--- config.mk ---
export PLATFORM = sky130hd
export DESIGN_NAME = wid_dispatch
export DESIGN_NICKNAME = d
export VERILOG_FILES = /design/src/inc/wid_pkg.sv /design/src/wid_vec_mem.sv /design/src/wid_dispatch.sv
export SDC_FILE = /design/constraint.sdc
export NUM_CORES = 1
export LEC_CHECK = 0
export CORE_MARGIN = 2
export CORE_UTILIZATION = 25
export DETAILED_ROUTE_END_ITERATION = 10
export DONT_BUFFER_PORTS = 1
export SETUP_SLACK_MARGIN = 0.05
export SKIP_LAST_GASP = 1
export SLEW_MARGIN = 20
export SYNTH_ARGS = -nofsm -noshare
export SYNTH_HDL_FRONTEND = slang
export SYNTH_SLANG_ARGS = --single-unit
--- constraint.sdc ---
create_clock -name clk -period 5.6 [get_ports clk]
set_input_delay 1.12 -clock clk [delete_from_list [all_inputs] [get_ports clk]]
set_output_delay 1.12 -clock clk [all_outputs]
set_load 0.005 [all_outputs]
--- src/inc/wid_pkg.sv ---
// Purpose: Shared constants and types for the wake and interrupt dispatcher.
// Assumes: One core clock, synchronous active-high reset.
// Notes:   Register map and the fixed port change vector live here; other vectors sit in the vector table.
package wid_pkg;

    localparam int unsigned N_SRC = 6;

    // Source indices.
    localparam int unsigned SRC_EXT  = 0;
    localparam int unsigned SRC_PORT = 1;
    localparam int unsigned SRC_TMR  = 2;
    localparam int unsigned SRC_CMP  = 3;
    localparam int unsigned SRC_TMR3 = 4;
    localparam int unsigned SRC_ADC  = 5;

    // Register offsets.
    localparam logic [3:0] OFS_IRQ_EN   = 4'h0;
    localparam logic [3:0] OFS_WAKE_EN  = 4'h1;
    localparam logic [3:0] OFS_PENDING  = 4'h2;
    localparam logic [3:0] OFS_STATUS   = 4'h3;
    localparam logic [3:0] OFS_VEC_BASE = 4'h4;

    // Status register field positions.
    localparam int unsigned ST_GIE   = 0;
    localparam int unsigned ST_MODE  = 1;
    localparam int unsigned ST_ASLP  = 3;
    localparam int unsigned ST_WDCLR = 4;

    // Reset values.
    localparam logic [5:0] IRQ_EN_RST  = 6'h00;
    localparam logic [5:0] WAKE_EN_RST = 6'h00;
    localparam logic [5:0] PEND_RST    = 6'h00;

    // Port change vector; other vectors are registers of their own.
    localparam logic [11:0] VEC_PORT = 12'h006;

    // Sources that may wake the core through a wake enable.
    localparam logic [5:0] WAKE_CAPABLE = 6'h2b;

    typedef enum logic [1:0] {
        WID_NORMAL,
        WID_GREEN,
        WID_IDLE,
        WID_SLEEP
    } wid_mode_t;

    typedef enum logic [1:0] {
        WID_RUN,
        WID_ASLEEP
    } wid_state_t;

    typedef struct packed {
        logic        valid;
        logic        branch;
        logic [2:0]  src;
        logic [11:0] vector;
    } wid_dispatch_t;

endpackage : wid_pkg

--- src/wid_vec_mem.sv ---
// Purpose: Small table of interrupt vector addresses, one per source.
// Assumes: Synchronous write, registered read.
// Notes:   Port change entry is fixed and cannot be rewritten.
`timescale 1ns/1ps
module wid_vec_mem #(
    parameter int unsigned DEPTH = 6,
    parameter int unsigned WIDTH = 12
) (
    input  wire logic                     clk,
    input  wire logic                     reset,
    input  wire logic                     wr_en,
    input  wire logic [2:0]               wr_addr,
    input  wire logic [WIDTH-1:0]         wr_data,
    input  wire logic [2:0]               rd_addr,
    output logic      [WIDTH-1:0]         rd_data
);

    logic [WIDTH-1:0] mem_reg [DEPTH];
    logic [WIDTH-1:0] rd_reg;

    always_ff @(posedge clk) begin
        if (reset) begin
            for (int i = 0; i < DEPTH; i++) begin
                mem_reg[i] <= WIDTH'(i);
            end
            rd_reg <= '0;
        end else begin
            if (wr_en && wr_addr != 3'(wid_pkg::SRC_PORT) && wr_addr < 3'(DEPTH)) begin
                mem_reg[wr_addr] <= wr_data;
            end
            // The port change vector is fixed regardless of the table contents.
            if (rd_addr == 3'(wid_pkg::SRC_PORT)) begin
                rd_reg <= WIDTH'(wid_pkg::VEC_PORT);
            end else if (rd_addr < 3'(DEPTH)) begin
                rd_reg <= mem_reg[rd_addr];
            end else begin
                rd_reg <= '0;
            end
        end
    end

    assign rd_data = rd_reg;

endmodule : wid_vec_mem

--- src/wid_dispatch.sv ---
// Purpose: Decides wake-up and vector branch for six event sources.
// Assumes: Event inputs are one-cycle pulses on the core clock.
// Notes:   Dispatch is one source at a time, lowest index first.
//
// Notes on behaviour
// - In sleep and idle, pin, port, comparator and conversion sources wake only with their wake enable set, timers never wake from sleep and wake from idle only with their interrupt enable set.
// - After a wake the core resumes at the next instruction when global interrupts are off or the waking source's interrupt enable is clear.
// - With global interrupts on and the source interrupt enable set, a wake branches to the source vector, wake-capable sources needing their wake enable too.
// - In green and normal, wake enables are ignored and an enabled source branches when global interrupts are on, else continues, while a disabled one does nothing.
// - The sleep instruction enters sleep, or idle when idle_sel is set, and clears the watchdog without stopping it.
// - Wakes from these sources continue execution and never reset the device.
// - The port change interrupt branches to vector address 006h.
`timescale 1ns/1ps
module wid_dispatch #(
    parameter int unsigned VEC_W = 12
) (
    input  wire logic                      clk,
    input  wire logic                      reset,
    input  wire logic [5:0]                src_event,
    input  wire logic                      sleep_instr,
    input  wire logic                      global_irq_on_instr,
    input  wire logic                      global_irq_off_instr,
    input  wire logic                      idle_sel,
    input  wire logic [1:0]                run_mode,
    input  wire logic                      dispatch_ack,
    input  wire logic [3:0]                reg_addr,
    input  wire logic [15:0]               reg_wdata,
    input  wire logic                      reg_wr,
    input  wire logic                      reg_rd,
    output logic      [15:0]               reg_rdata,
    output wid_pkg::wid_dispatch_t         dispatch,
    output logic                           core_wake,
    output logic                           core_asleep,
    output logic                           watchdog_clear,
    output logic                           core_reset_req
);

    ////////////////////////////////////////////////////////////////////////////
    logic [5:0]          irq_en_reg, irq_en_next;
    logic [5:0]          wake_en_reg, wake_en_next;
    logic [5:0]          pend_reg, pend_next;
    logic                gie_reg, gie_next;
    wid_pkg::wid_mode_t  mode_reg, mode_next;
    wid_pkg::wid_state_t state_reg, state_next;
    logic                wdclr_reg, wdclr_next;
    logic                wake_reg, wake_next;
    logic [15:0]         rdata_reg, rdata_next;
    wid_pkg::wid_dispatch_t disp_reg, disp_next;
    logic                busy_reg, busy_next;
    logic [2:0]          src_reg, src_next;
    logic                br_reg, br_next;
    logic                asleep_reg, asleep_next;

    logic [5:0]          qualify;
    logic [5:0]          branchable;
    logic                any_q;
    logic [2:0]          pick;
    logic [VEC_W-1:0]    vec_rd;
    logic                vec_wr;

    assign vec_wr    = reg_wr && (reg_addr >= wid_pkg::OFS_VEC_BASE)
                       && (reg_addr < wid_pkg::OFS_VEC_BASE + 4'(wid_pkg::N_SRC));

    wid_vec_mem #(
        .DEPTH (wid_pkg::N_SRC),
        .WIDTH (VEC_W)
    ) u_vec (
        .clk     (clk),
        .reset   (reset),
        .wr_en   (vec_wr),
        .wr_addr (3'(reg_addr - wid_pkg::OFS_VEC_BASE)),
        .wr_data (reg_wdata[VEC_W-1:0]),
        .rd_addr (pick),
        .rd_data (vec_rd)
    );

    ////////////////////////////////////////////////////////////////////////////
    // Per-source qualification by mode and enables.
    generate
        for (genvar i = 0; i < 6; i++) begin : g_q
            always_comb begin
                if (mode_reg == wid_pkg::WID_SLEEP) begin
                    qualify[i] = wid_pkg::WAKE_CAPABLE[i] && wake_en_reg[i];
                end else if (mode_reg == wid_pkg::WID_IDLE) begin
                    qualify[i] = wid_pkg::WAKE_CAPABLE[i] ? wake_en_reg[i]
                                                          : irq_en_reg[i];
                end else begin
                    qualify[i] = irq_en_reg[i];
                end
                branchable[i] = gie_reg && irq_en_reg[i];
            end
        end
    endgenerate

    always_comb begin
        pick = 3'h0;
        for (int i = 5; i >= 0; i--) begin
            if (pend_reg[i] && qualify[i]) begin
                pick = 3'(i);
            end
        end
    end
    assign any_q = |(pend_reg & qualify);

    ////////////////////////////////////////////////////////////////////////////
    always_comb begin
        irq_en_next  = irq_en_reg;
        wake_en_next = wake_en_reg;
        pend_next    = pend_reg;
        gie_next     = gie_reg;
        mode_next    = mode_reg;
        state_next   = state_reg;
        wdclr_next   = 1'b0;
        wake_next    = 1'b0;
        rdata_next   = 16'h0000;
        disp_next    = '0;
        busy_next    = busy_reg;
        src_next     = src_reg;
        br_next      = br_reg;

        if (global_irq_on_instr) begin
            gie_next = 1'b1;
        end else if (global_irq_off_instr) begin
            gie_next = 1'b0;
        end

        if (reg_wr && reg_addr == wid_pkg::OFS_IRQ_EN) begin
            irq_en_next = reg_wdata[5:0];
        end else if (reg_wr && reg_addr == wid_pkg::OFS_WAKE_EN) begin
            wake_en_next = reg_wdata[5:0];
        end else if (reg_wr && reg_addr == wid_pkg::OFS_PENDING) begin
            pend_next = pend_reg & ~reg_wdata[5:0];
        end

        // A new event wins over a software clear in the same cycle.
        pend_next = pend_next | src_event;

        if (reg_rd) begin
            if (reg_addr == wid_pkg::OFS_IRQ_EN) begin
                rdata_next = {10'h000, irq_en_reg};
            end else if (reg_addr == wid_pkg::OFS_WAKE_EN) begin
                rdata_next = {10'h000, wake_en_reg};
            end else if (reg_addr == wid_pkg::OFS_PENDING) begin
                rdata_next = {10'h000, pend_reg};
            end else if (reg_addr == wid_pkg::OFS_STATUS) begin
                rdata_next = {11'h000, wdclr_reg, asleep_reg, mode_reg, gie_reg};
            end else begin
                rdata_next = 16'h0000;
            end
        end

        case (state_reg)
            wid_pkg::WID_RUN: begin
                if (sleep_instr) begin
                    state_next = wid_pkg::WID_ASLEEP;
                    mode_next  = idle_sel ? wid_pkg::WID_IDLE : wid_pkg::WID_SLEEP;
                    wdclr_next = 1'b1;
                end else begin
                    mode_next = wid_pkg::wid_mode_t'({1'b0, run_mode[0]});
                end
            end
            wid_pkg::WID_ASLEEP: begin
                if (any_q && !busy_reg) begin
                    // Wake resumes the program; no reset is requested.
                    wake_next  = 1'b1;
                    state_next = wid_pkg::WID_RUN;
                    mode_next  = wid_pkg::wid_mode_t'({1'b0, run_mode[0]});
                end
            end
            default: state_next = wid_pkg::WID_RUN;
        endcase
        asleep_next = (state_next == wid_pkg::WID_ASLEEP);

        // Registered vector read needs one cycle, so the choice is held first.
        if (!busy_reg && any_q && (state_reg == wid_pkg::WID_RUN || !sleep_instr)) begin
            busy_next = 1'b1;
            src_next  = pick;
            br_next   = branchable[pick];
        end else if (busy_reg && !disp_reg.valid) begin
            disp_next.valid  = 1'b1;
            disp_next.branch = br_reg;
            disp_next.src    = src_reg;
            disp_next.vector = br_reg ? 12'(vec_rd) : 12'h000;
        end else if (busy_reg && disp_reg.valid) begin
            disp_next = disp_reg;
            if (dispatch_ack) begin
                disp_next = '0;
                busy_next = 1'b0;
                pend_next[src_reg] = src_event[src_reg];
            end
        end
    end

    always_ff @(posedge clk) begin
        if (reset) begin
            irq_en_reg  <= wid_pkg::IRQ_EN_RST;
            wake_en_reg <= wid_pkg::WAKE_EN_RST;
            pend_reg    <= wid_pkg::PEND_RST;
            gie_reg     <= 1'b0;
            mode_reg    <= wid_pkg::WID_NORMAL;
            state_reg   <= wid_pkg::WID_RUN;
            wdclr_reg   <= 1'b0;
            wake_reg    <= 1'b0;
            rdata_reg   <= 16'h0000;
            disp_reg    <= '0;
            busy_reg    <= 1'b0;
            src_reg     <= 3'h0;
            br_reg      <= 1'b0;
            asleep_reg  <= 1'b0;
        end else begin
            irq_en_reg  <= irq_en_next;
            wake_en_reg <= wake_en_next;
            pend_reg    <= pend_next;
            gie_reg     <= gie_next;
            mode_reg    <= mode_next;
            state_reg   <= state_next;
            wdclr_reg   <= wdclr_next;
            wake_reg    <= wake_next;
            rdata_reg   <= rdata_next;
            disp_reg    <= disp_next;
            busy_reg    <= busy_next;
            src_reg     <= src_next;
            br_reg      <= br_next;
            asleep_reg  <= asleep_next;
        end
    end

    assign reg_rdata      = rdata_reg;
    assign dispatch       = disp_reg;
    assign core_wake      = wake_reg;
    assign core_asleep    = asleep_reg;
    assign watchdog_clear = wdclr_reg;
    assign core_reset_req = 1'b0 & wake_reg;
endmodule : wid_dispatch

==> results.sh, run 1 <==
export IMPL_status="completed"
export IMPL_cp_start_kind="input port"
export IMPL_finalSetupTns_ps=0
export IMPL_core_area_sq_um=22000
export IMPL_reg2reg_depth=6
export IMPL_die_w_um=154
export IMPL_ctsHoldBuffers=0
export IMPL_fmax_mhz=313
export IMPL_netlist_top_cells_area="edfxtp_1, dfxtp_1, and2_1, mux2i_1, nor2_1"
export IMPL_place_hpwl_um=9380
export IMPL_drt_initial_drc_count=209
export IMPL_crit_path_max_incr_delay_ps=610
export IMPL_dpl_worst_slack_ps=1960
export IMPL_hold_path_end="dispatch[0]$_SDFFE_PP0P_"
export IMPL_dr_pass1_iters=4
export IMPL_min_path_type="reg2reg"
export IMPL_synth_seq_area_share_pct=56.4
export IMPL_hold_viol=0
export IMPL_worst_slack_ps=2410
export IMPL_cts_max_level=4
export IMPL_start_util_pct=25.7
export IMPL_wire_per_inst_um=17.7
export IMPL_avgSynthCellArea_sq_um=11.6
export IMPL_cts_resized=0
export IMPL_synth_warnings=0
export IMPL_largest_reg_flops=62
export IMPL_grt_overflow_total=0
export IMPL_netlist_area_sq_um=5640
export IMPL_rr_startpoint="mode_reg[1]$_SDFFE_PP0P_"
export IMPL_io_buffers=0
export IMPL_clk_latency_ps=420
export IMPL_vias=3644
export IMPL_grt_pass1_wl_um=21200
export IMPL_cp_cell_sequence="or3b_2, o31ai_1, and3_1, and3_1, or2_2"
export IMPL_grt_use_met3_pct=5.02
export IMPL_yosysTopAreaCellShare_pct=33.0
export IMPL_cellLeakagePower_nw=2.28
export IMPL_nets=529
export IMPL_irDropWorstVdd_v=0.000172
export IMPL_ant_nets=0
export IMPL_p_per_area_nw_per_um2=334
export IMPL_power_mw=2.16
export IMPL_slew_violations=0
export IMPL_grt_pass1_vias=3574
export IMPL_min_from="u_vec.rd_data[0]$_SDFF_PP0_"
export IMPL_cts_setup_buffers=0
export IMPL_synthDistinctLibCells=55
export IMPL_grtUsageMet2_pct=18.8
export IMPL_drive_gt1_share_pct=13.7
export IMPL_worstPathRequired_ps=5680
export IMPL_period_share_pct=57.0
export IMPL_setup_violations=0
export IMPL_use_met1_pct=14.3
export IMPL_area_growth_pct=14.5
export IMPL_post_route_min_period_ps=3190
export IMPL_ys_ff_latch=128
export IMPL_io_pins=74
export IMPL_r2r_setup_slack_ps=2890
export IMPL_drv_cap=0
export IMPL_crit_slowest_cell="and3_1"
export IMPL_critPathMaxFanout=15
export IMPL_rows=54
export IMPL_gp_congestion=0.799
export IMPL_r2r_end="u_vec.rd_data[7]$_SDFF_PP0_"
export IMPL_cts_root_buf="clkbuf_16"
export IMPL_clock_sinks=128
export IMPL_relSlewSlack_pct=40.7
export IMPL_regArea_sq_um=3180
export IMPL_critical_path_class="in2reg"
export IMPL_syn_inst=488
export IMPL_dieArea_sq_um=23800
export IMPL_rsz0062_at_grt="false"
export IMPL_cts_tree="built"
export IMPL_cts_path_max_buffers=2
export IMPL_dp_cells=753
export IMPL_skew_ps=9.09
export IMPL_die_h_um=154
export IMPL_cp_arrival_ps=3270
export IMPL_grt_busiest_layer="met2"
export IMPL_multi_input_area_sq_um=2300
export IMPL_num_fill_cells=2221
export IMPL_async_reset_ff_share_pct=0
export IMPL_routed_wirelength_um=13900
export IMPL_worst_pin_slew_ps=886
export IMPL_synth_ff_type="dfxtp_1"
export IMPL_n_antenna_cell=0
export IMPL_clkTransAtPathRegs_ps=50
export IMPL_cp_end_kind="flop"
export IMPL_drc=0
export IMPL_design_area_sq_um=6460
export IMPL_min_delay_path_depth=2
export IMPL_antenna_found_initial=0
export IMPL_numCtsBuffers=17
export IMPL_placed_area_sq_um=5900
export IMPL_synth_edf_count=62
export IMPL_yosysTopAreaCell="edfxtp_1"
export IMPL_grt_total_usage_pct=11.9
export IMPL_vias_per_cell=4.64
export IMPL_crit_top_cell="and3_1"
export IMPL_final_cells=785
export IMPL_grt_max_degree=43
-- Yosys cell counts (2+ instances only) --
master / count
dfxtp_1: 66
edfxtp_1: 62
and2_1: 56
nor2_1: 55
mux2i_1: 33
nand2_1: 20
a22oi_1: 17
a221oi_1: 15
buf_4: 15
clkbuf_1: 15
a211oi_1: 14
a21oi_1: 9
nor2b_1: 9
mux2_2: 8
inv_1: 7
nand2b_1: 7
o21ai_0: 7
and3_1: 5
mux4_2: 5
nand3_1: 5
nor3_1: 5
or2_2: 5
a31o_2: 3
mux2_4: 3
o31ai_1: 3
a211oi_2: 2
a22o_1: 2
a2bb2oi_1: 2
and2_4: 2
buf_2: 2
nand4_1: 2
o21ai_1: 2
o22a_1: 2
o2bb2ai_1: 2
-- stage by stage --
| stage | hold WS [ps] | util [%] |
|---|---|---|
| final | 463 | 29.4 |
| after global routing | 494 | 29.4 |
| after CTS | 466 | 29.4 |
| after detailed placement | 453 | 26.9 |
| after global placement | 445 | 26.9 |
| after floorplan | 430 | - |
-- cell type report --
cell class                      instances  share of cell area (%)
Sequential cell                       128                    49.3
Multi-Input combinational cell        331                    35.6
Clock buffer                           26                    7.57
Tap cell                              280                    5.42
Clock inverter                          6                   0.949
Timing Repair Buffer                    6                   0.697
Inverter                                8                   0.465
-- power by group --
part	switching [mW]	internal [mW]	leakage, nW
Combinational	0.0465	0.0356	0.874
Clock	0.387	0.644	0.269
Sequential	0.0196	1.02	1.13
Total	0.453	1.70	2.28
-- worst max-delay path by stage --
stage / start / endpoint / slack (ps)
CTS: reg_addr[1] / u_vec.mem_reg[4][1]$_SDFFCE_PN0P_ / 2400
floorplan: reg_addr[1] / u_vec.mem_reg[0][0]$_SDFFCE_PN0P_ / 2320
global route: reg_addr[1] / u_vec.mem_reg[2][3]$_SDFFCE_PN0P_ / 2340
global placement: reg_addr[1] / u_vec.mem_reg[4][1]$_SDFFCE_PN0P_ / 1990
detailed placement: reg_addr[1] / u_vec.mem_reg[4][1]$_SDFFCE_PN0P_ / 1960
finish: reg_addr[1] / u_vec.mem_reg[4][1]$_SDFFCE_PN0P_ / 2410
-- per-layer routing --
layer  share of wire, %  vias up
li1                   -     1783
met1                 43     1756
met2                 48       92
met3                7.2       13
met4                2.0        0
met5                  0        -
-- cells by family (layout without fill, tap and decap cells) --
| group | count (synthesis) | count (layout) | share of synthesized area [%] |
|---|---|---|---|
| buf+inv | 42 | 46 | 3.97 |
| other cells | 1 | 14 | 0.0665 |
| flops | 128 | 128 | 56.4 |
| compound gates | 90 | 90 | 12.6 |
| mux | 49 | 49 | 10.2 |
| simple gates | 178 | 178 | 16.7 |
-- worst max-delay path, delay by kind of cell --
family             cells  cell delay, ps
and+or+nand+nor        4            2070
AOI/OAI and AO/OA      1              70
-- cells in the final DEF (no fill, tap or decap), drive strengths merged, types with 3 or more instances in the layout --
cell,Yosys,final
mux4,5,5
a31o,3,3
a22oi,17,17
nand2,20,20
nor2b,9,9
mux2,11,11
and2,58,58
inv,7,8
edfxtp,62,62
o2bb2ai,3,3
o21ai,9,9
o31ai,3,3
nor2,56,56
conb,1,14
clkbuf,15,26
mux2i,33,33
a21oi,9,9
nand3,5,5
or2,5,5
buf,19,6
clkinv,1,4
nor3,6,6
a221oi,15,15
nand2b,7,7
dfxtp,66,66
a211oi,16,16
and3,5,5
No activity file was read; power rests on OpenSTA's default activity.
==> inputs of run 2 (changes only) <==
ABC_AREA = 1   (was default)
clock period = 3.1 ns   (was 5.6 ns; I/O delays follow)
==> run 2 against run 1 <==
  * Global-route usage increased by 0.32 points
  * Clock-buffer cell count decreased by 8
  * Core utilization decreased by 0.53 points
  * Setup slack got worse by 1700 ps
  * Via count increased by 34%
  * Non-clock buffer count increased by 5
  * Total power increased by 100%
  * Final cell count increased by 40%
  * Register-to-register slack got worse by 2200 ps
  * Sequential share of layout area decreased by 0.43 points
  * Critical endpoint is now u_vec.rd_data[11]$_SDFF_PP0_
  * Highest routed layer unchanged
==> results.sh, run 2 <==
export IMPL_status="completed"
export IMPL_drv_cap=0
export IMPL_clkTransAtPathRegs_ps=60
export IMPL_async_reset_ff_share_pct=0
export IMPL_ctsHoldBuffers=0
export IMPL_place_hpwl_um=11000
export IMPL_placed_area_sq_um=6700
export IMPL_cts_path_max_buffers=2
export IMPL_period_share_pct=78.6
export IMPL_num_fill_cells=2702
export IMPL_layout_common_cells="nand2_1, nor2_1, inv_1"
export IMPL_io_buffers=0
export IMPL_synthDistinctLibCells=36
export IMPL_synth_xor_area_share_pct=0
export IMPL_slew_violations=0
export IMPL_cp_arrival_ps=2750
export IMPL_yosys_area_share_simple_pct=24.8
export IMPL_multi_input_area_sq_um=2290
export IMPL_syn_inst=739
export IMPL_routed_wirelength_um=16100
export IMPL_vias_per_cell=4.44
export IMPL_cellLeakagePower_nw=2.88
export IMPL_grt_total_usage_pct=12.3
export IMPL_nets=790
export IMPL_largest_reg_flops=74
export IMPL_grt_max_degree=35
export IMPL_synth_ff_type="edfxtp_1"
export IMPL_io_pins=74
export IMPL_cts_tree="built"
export IMPL_p_per_area_nw_per_um2=603
export IMPL_drive_gt1_share_pct=9.53
export IMPL_yosysTopAreaCellShare_pct=34.9
export IMPL_dieArea_sq_um=26700
export IMPL_regArea_sq_um=3540
export IMPL_clk_latency_ps=420
export IMPL_grt_overflow_total=0
export IMPL_cts_resized=0
export IMPL_critPathMaxFanout=26
export IMPL_min_path_type="in2reg"
export IMPL_synth_edf_count=74
export IMPL_numCtsBuffers=17
export IMPL_cts_root_buf="clkbuf_16"
export IMPL_core_area_sq_um=25100
export IMPL_dr_pass1_iters=5
export IMPL_cp_end_kind="flop"
export IMPL_start_util_pct=25.3
export IMPL_yosys_area_share_adder_pct=0
export IMPL_worst_pin_slew_ps=711
export IMPL_wire_per_inst_um=14.6
export IMPL_netlist_area_sq_um=6360
export IMPL_cp_start_kind="flop"
export IMPL_irDropWorstVdd_v=0.000314
export IMPL_yosysTopAreaCell="edfxtp_1"
export IMPL_drt_initial_drc_count=433
export IMPL_design_area_sq_um=7260
export IMPL_die_w_um=163
export IMPL_ant_nets=0
export IMPL_synth_warnings=0
export IMPL_layout_commonest_cell="nand2_1"
export IMPL_grt_pass1_vias=4569
export IMPL_gp_congestion=0.863
export IMPL_ys_ff_latch=140
export IMPL_netlist_top_cells_area="edfxtp_1, dfxtp_1, nand2_1, nand3_1, nor2_1"
export IMPL_antenna_found_initial=0
export IMPL_setup_violations=0
export IMPL_die_h_um=163
export IMPL_grt_pass1_wl_um=25200
export IMPL_post_route_min_period_ps=2440
export IMPL_finalSetupTns_ps=0
export IMPL_synthTopCellsByCount="nand2_1, nor2_1, inv_1, nand3_1, edfxtp_1"
export IMPL_drc=0
export IMPL_rows=58
export IMPL_cts_setup_buffers=0
export IMPL_fin_util_pct=28.9
export IMPL_relSlewSlack_pct=52.4
export IMPL_critical_path_class="reg2reg"
export IMPL_n_antenna_cell=0
export IMPL_yosysMostFrequentCell="nand2_1"
export IMPL_synth_top_family_by_area="simple AND/OR/NAND/NOR gates"
export IMPL_rsz0062_at_grt="false"
export IMPL_power_mw=4.38
export IMPL_vias=4870
export IMPL_fmax_mhz=410
export IMPL_skew_ps=11.6
export IMPL_avgSynthCellArea_sq_um=8.61
export IMPL_clock_sinks=140
export IMPL_area_growth_pct=14.1
export IMPL_worstPathRequired_ps=3410
export IMPL_synth_mux_area_share_pct=0
export IMPL_cts_max_level=4
export IMPL_synth_compound_area_share_pct=9.60
export IMPL_synth_seq_area_share_pct=55.7
export IMPL_hold_viol=0
## run 2: cell count changes in the layout (fill, tap and decap cells not counted), moves of 15 or more
cell      before  now
and2_1        56    0
nand2_1       20  137
a221oi_1      15    0
a21oi_1        9   46
inv_1          7   93
o21ai_0        7   27
mux2i_1       33    0
nor2_1        54   96
a22oi_1       17    0
nand3b_1       0   18
nand3_1        5   77
## run 2: final timing paths
path | endpoint | slack, ps | startpoint | cells past startpoint
worst max-delay path | u_vec.rd_data[11]$_SDFF_PP0_ | 660 | mode_reg[1]$_SDFFE_PP0P_ | 13
worst max register to register | u_vec.rd_data[11]$_SDFF_PP0_ | 660 | mode_reg[1]$_SDFFE_PP0P_ | 13
worst min-delay path | irq_en_reg[4]$_SDFFE_PP0P_ | 270 | reset | 1
worst min register to register | wake_en_reg[2]$_SDFFE_PP0P_ | 460 | wake_en_reg[2]$_SDFFE_PP0P_ | 2
## run 2: critical path: stages, from the launching register on
cell,delay [ps]
dfxtp_1,500
inv_2,120
nand2_1,80
nand3_1,80
nand2_1,80
nand2_1,80
nand2_4,270
nand2_2,310
inv_2,370
nand2_1,90
nand3_1,100
nand3_1,120
nand2_1,90
inv_1,40
## run 2: kinds of logic (layout without fill, tap and decap cells)
kind of cell	Yosys count	after routing
and+or+nand+nor	353	353
buffers and inverters	141	144
AOI/OAI and AO/OA	103	103
DFF	140	140
other	2	26
## run 2: layout make-up
class	count	share of cell area (%)
Clock buffer	18	5.91
Clock inverter	14	1.71
Tap cell	330	5.69
Sequential cell	140	48.8
Inverter	101	5.22
Timing Repair Buffer	11	1.14
Multi-Input combinational cell	482	31.5
## run 2: through the flow
step | hold WS, ps | worst slack, ps | instances
floorplan | 430 | 858 | 763
global placement | 443 | 685 | 1064
detailed placement | 449 | 694 | 1064
CTS | 256 | 685 | 1096
global route | 252 | 453 | 1096
finish | 272 | 662 | 1096
## run 2: report_power, final
part	internal [mW]	switching, mW	leakage, nW
clock	1.10	0.795	0.256
sequential	2.06	0.0427	1.25
combinational	0.107	0.274	1.38
## run 2: layer usage
layer  vias to the layer above  share of wire (%)  GRT usage (%)
li1                       2411                  -              -
met1                      2288                 44           15.5
met2                       152                 48           20.4
met3                        19                5.9           2.77
met4                         0                1.8           4.70
met5                         -                  0              0
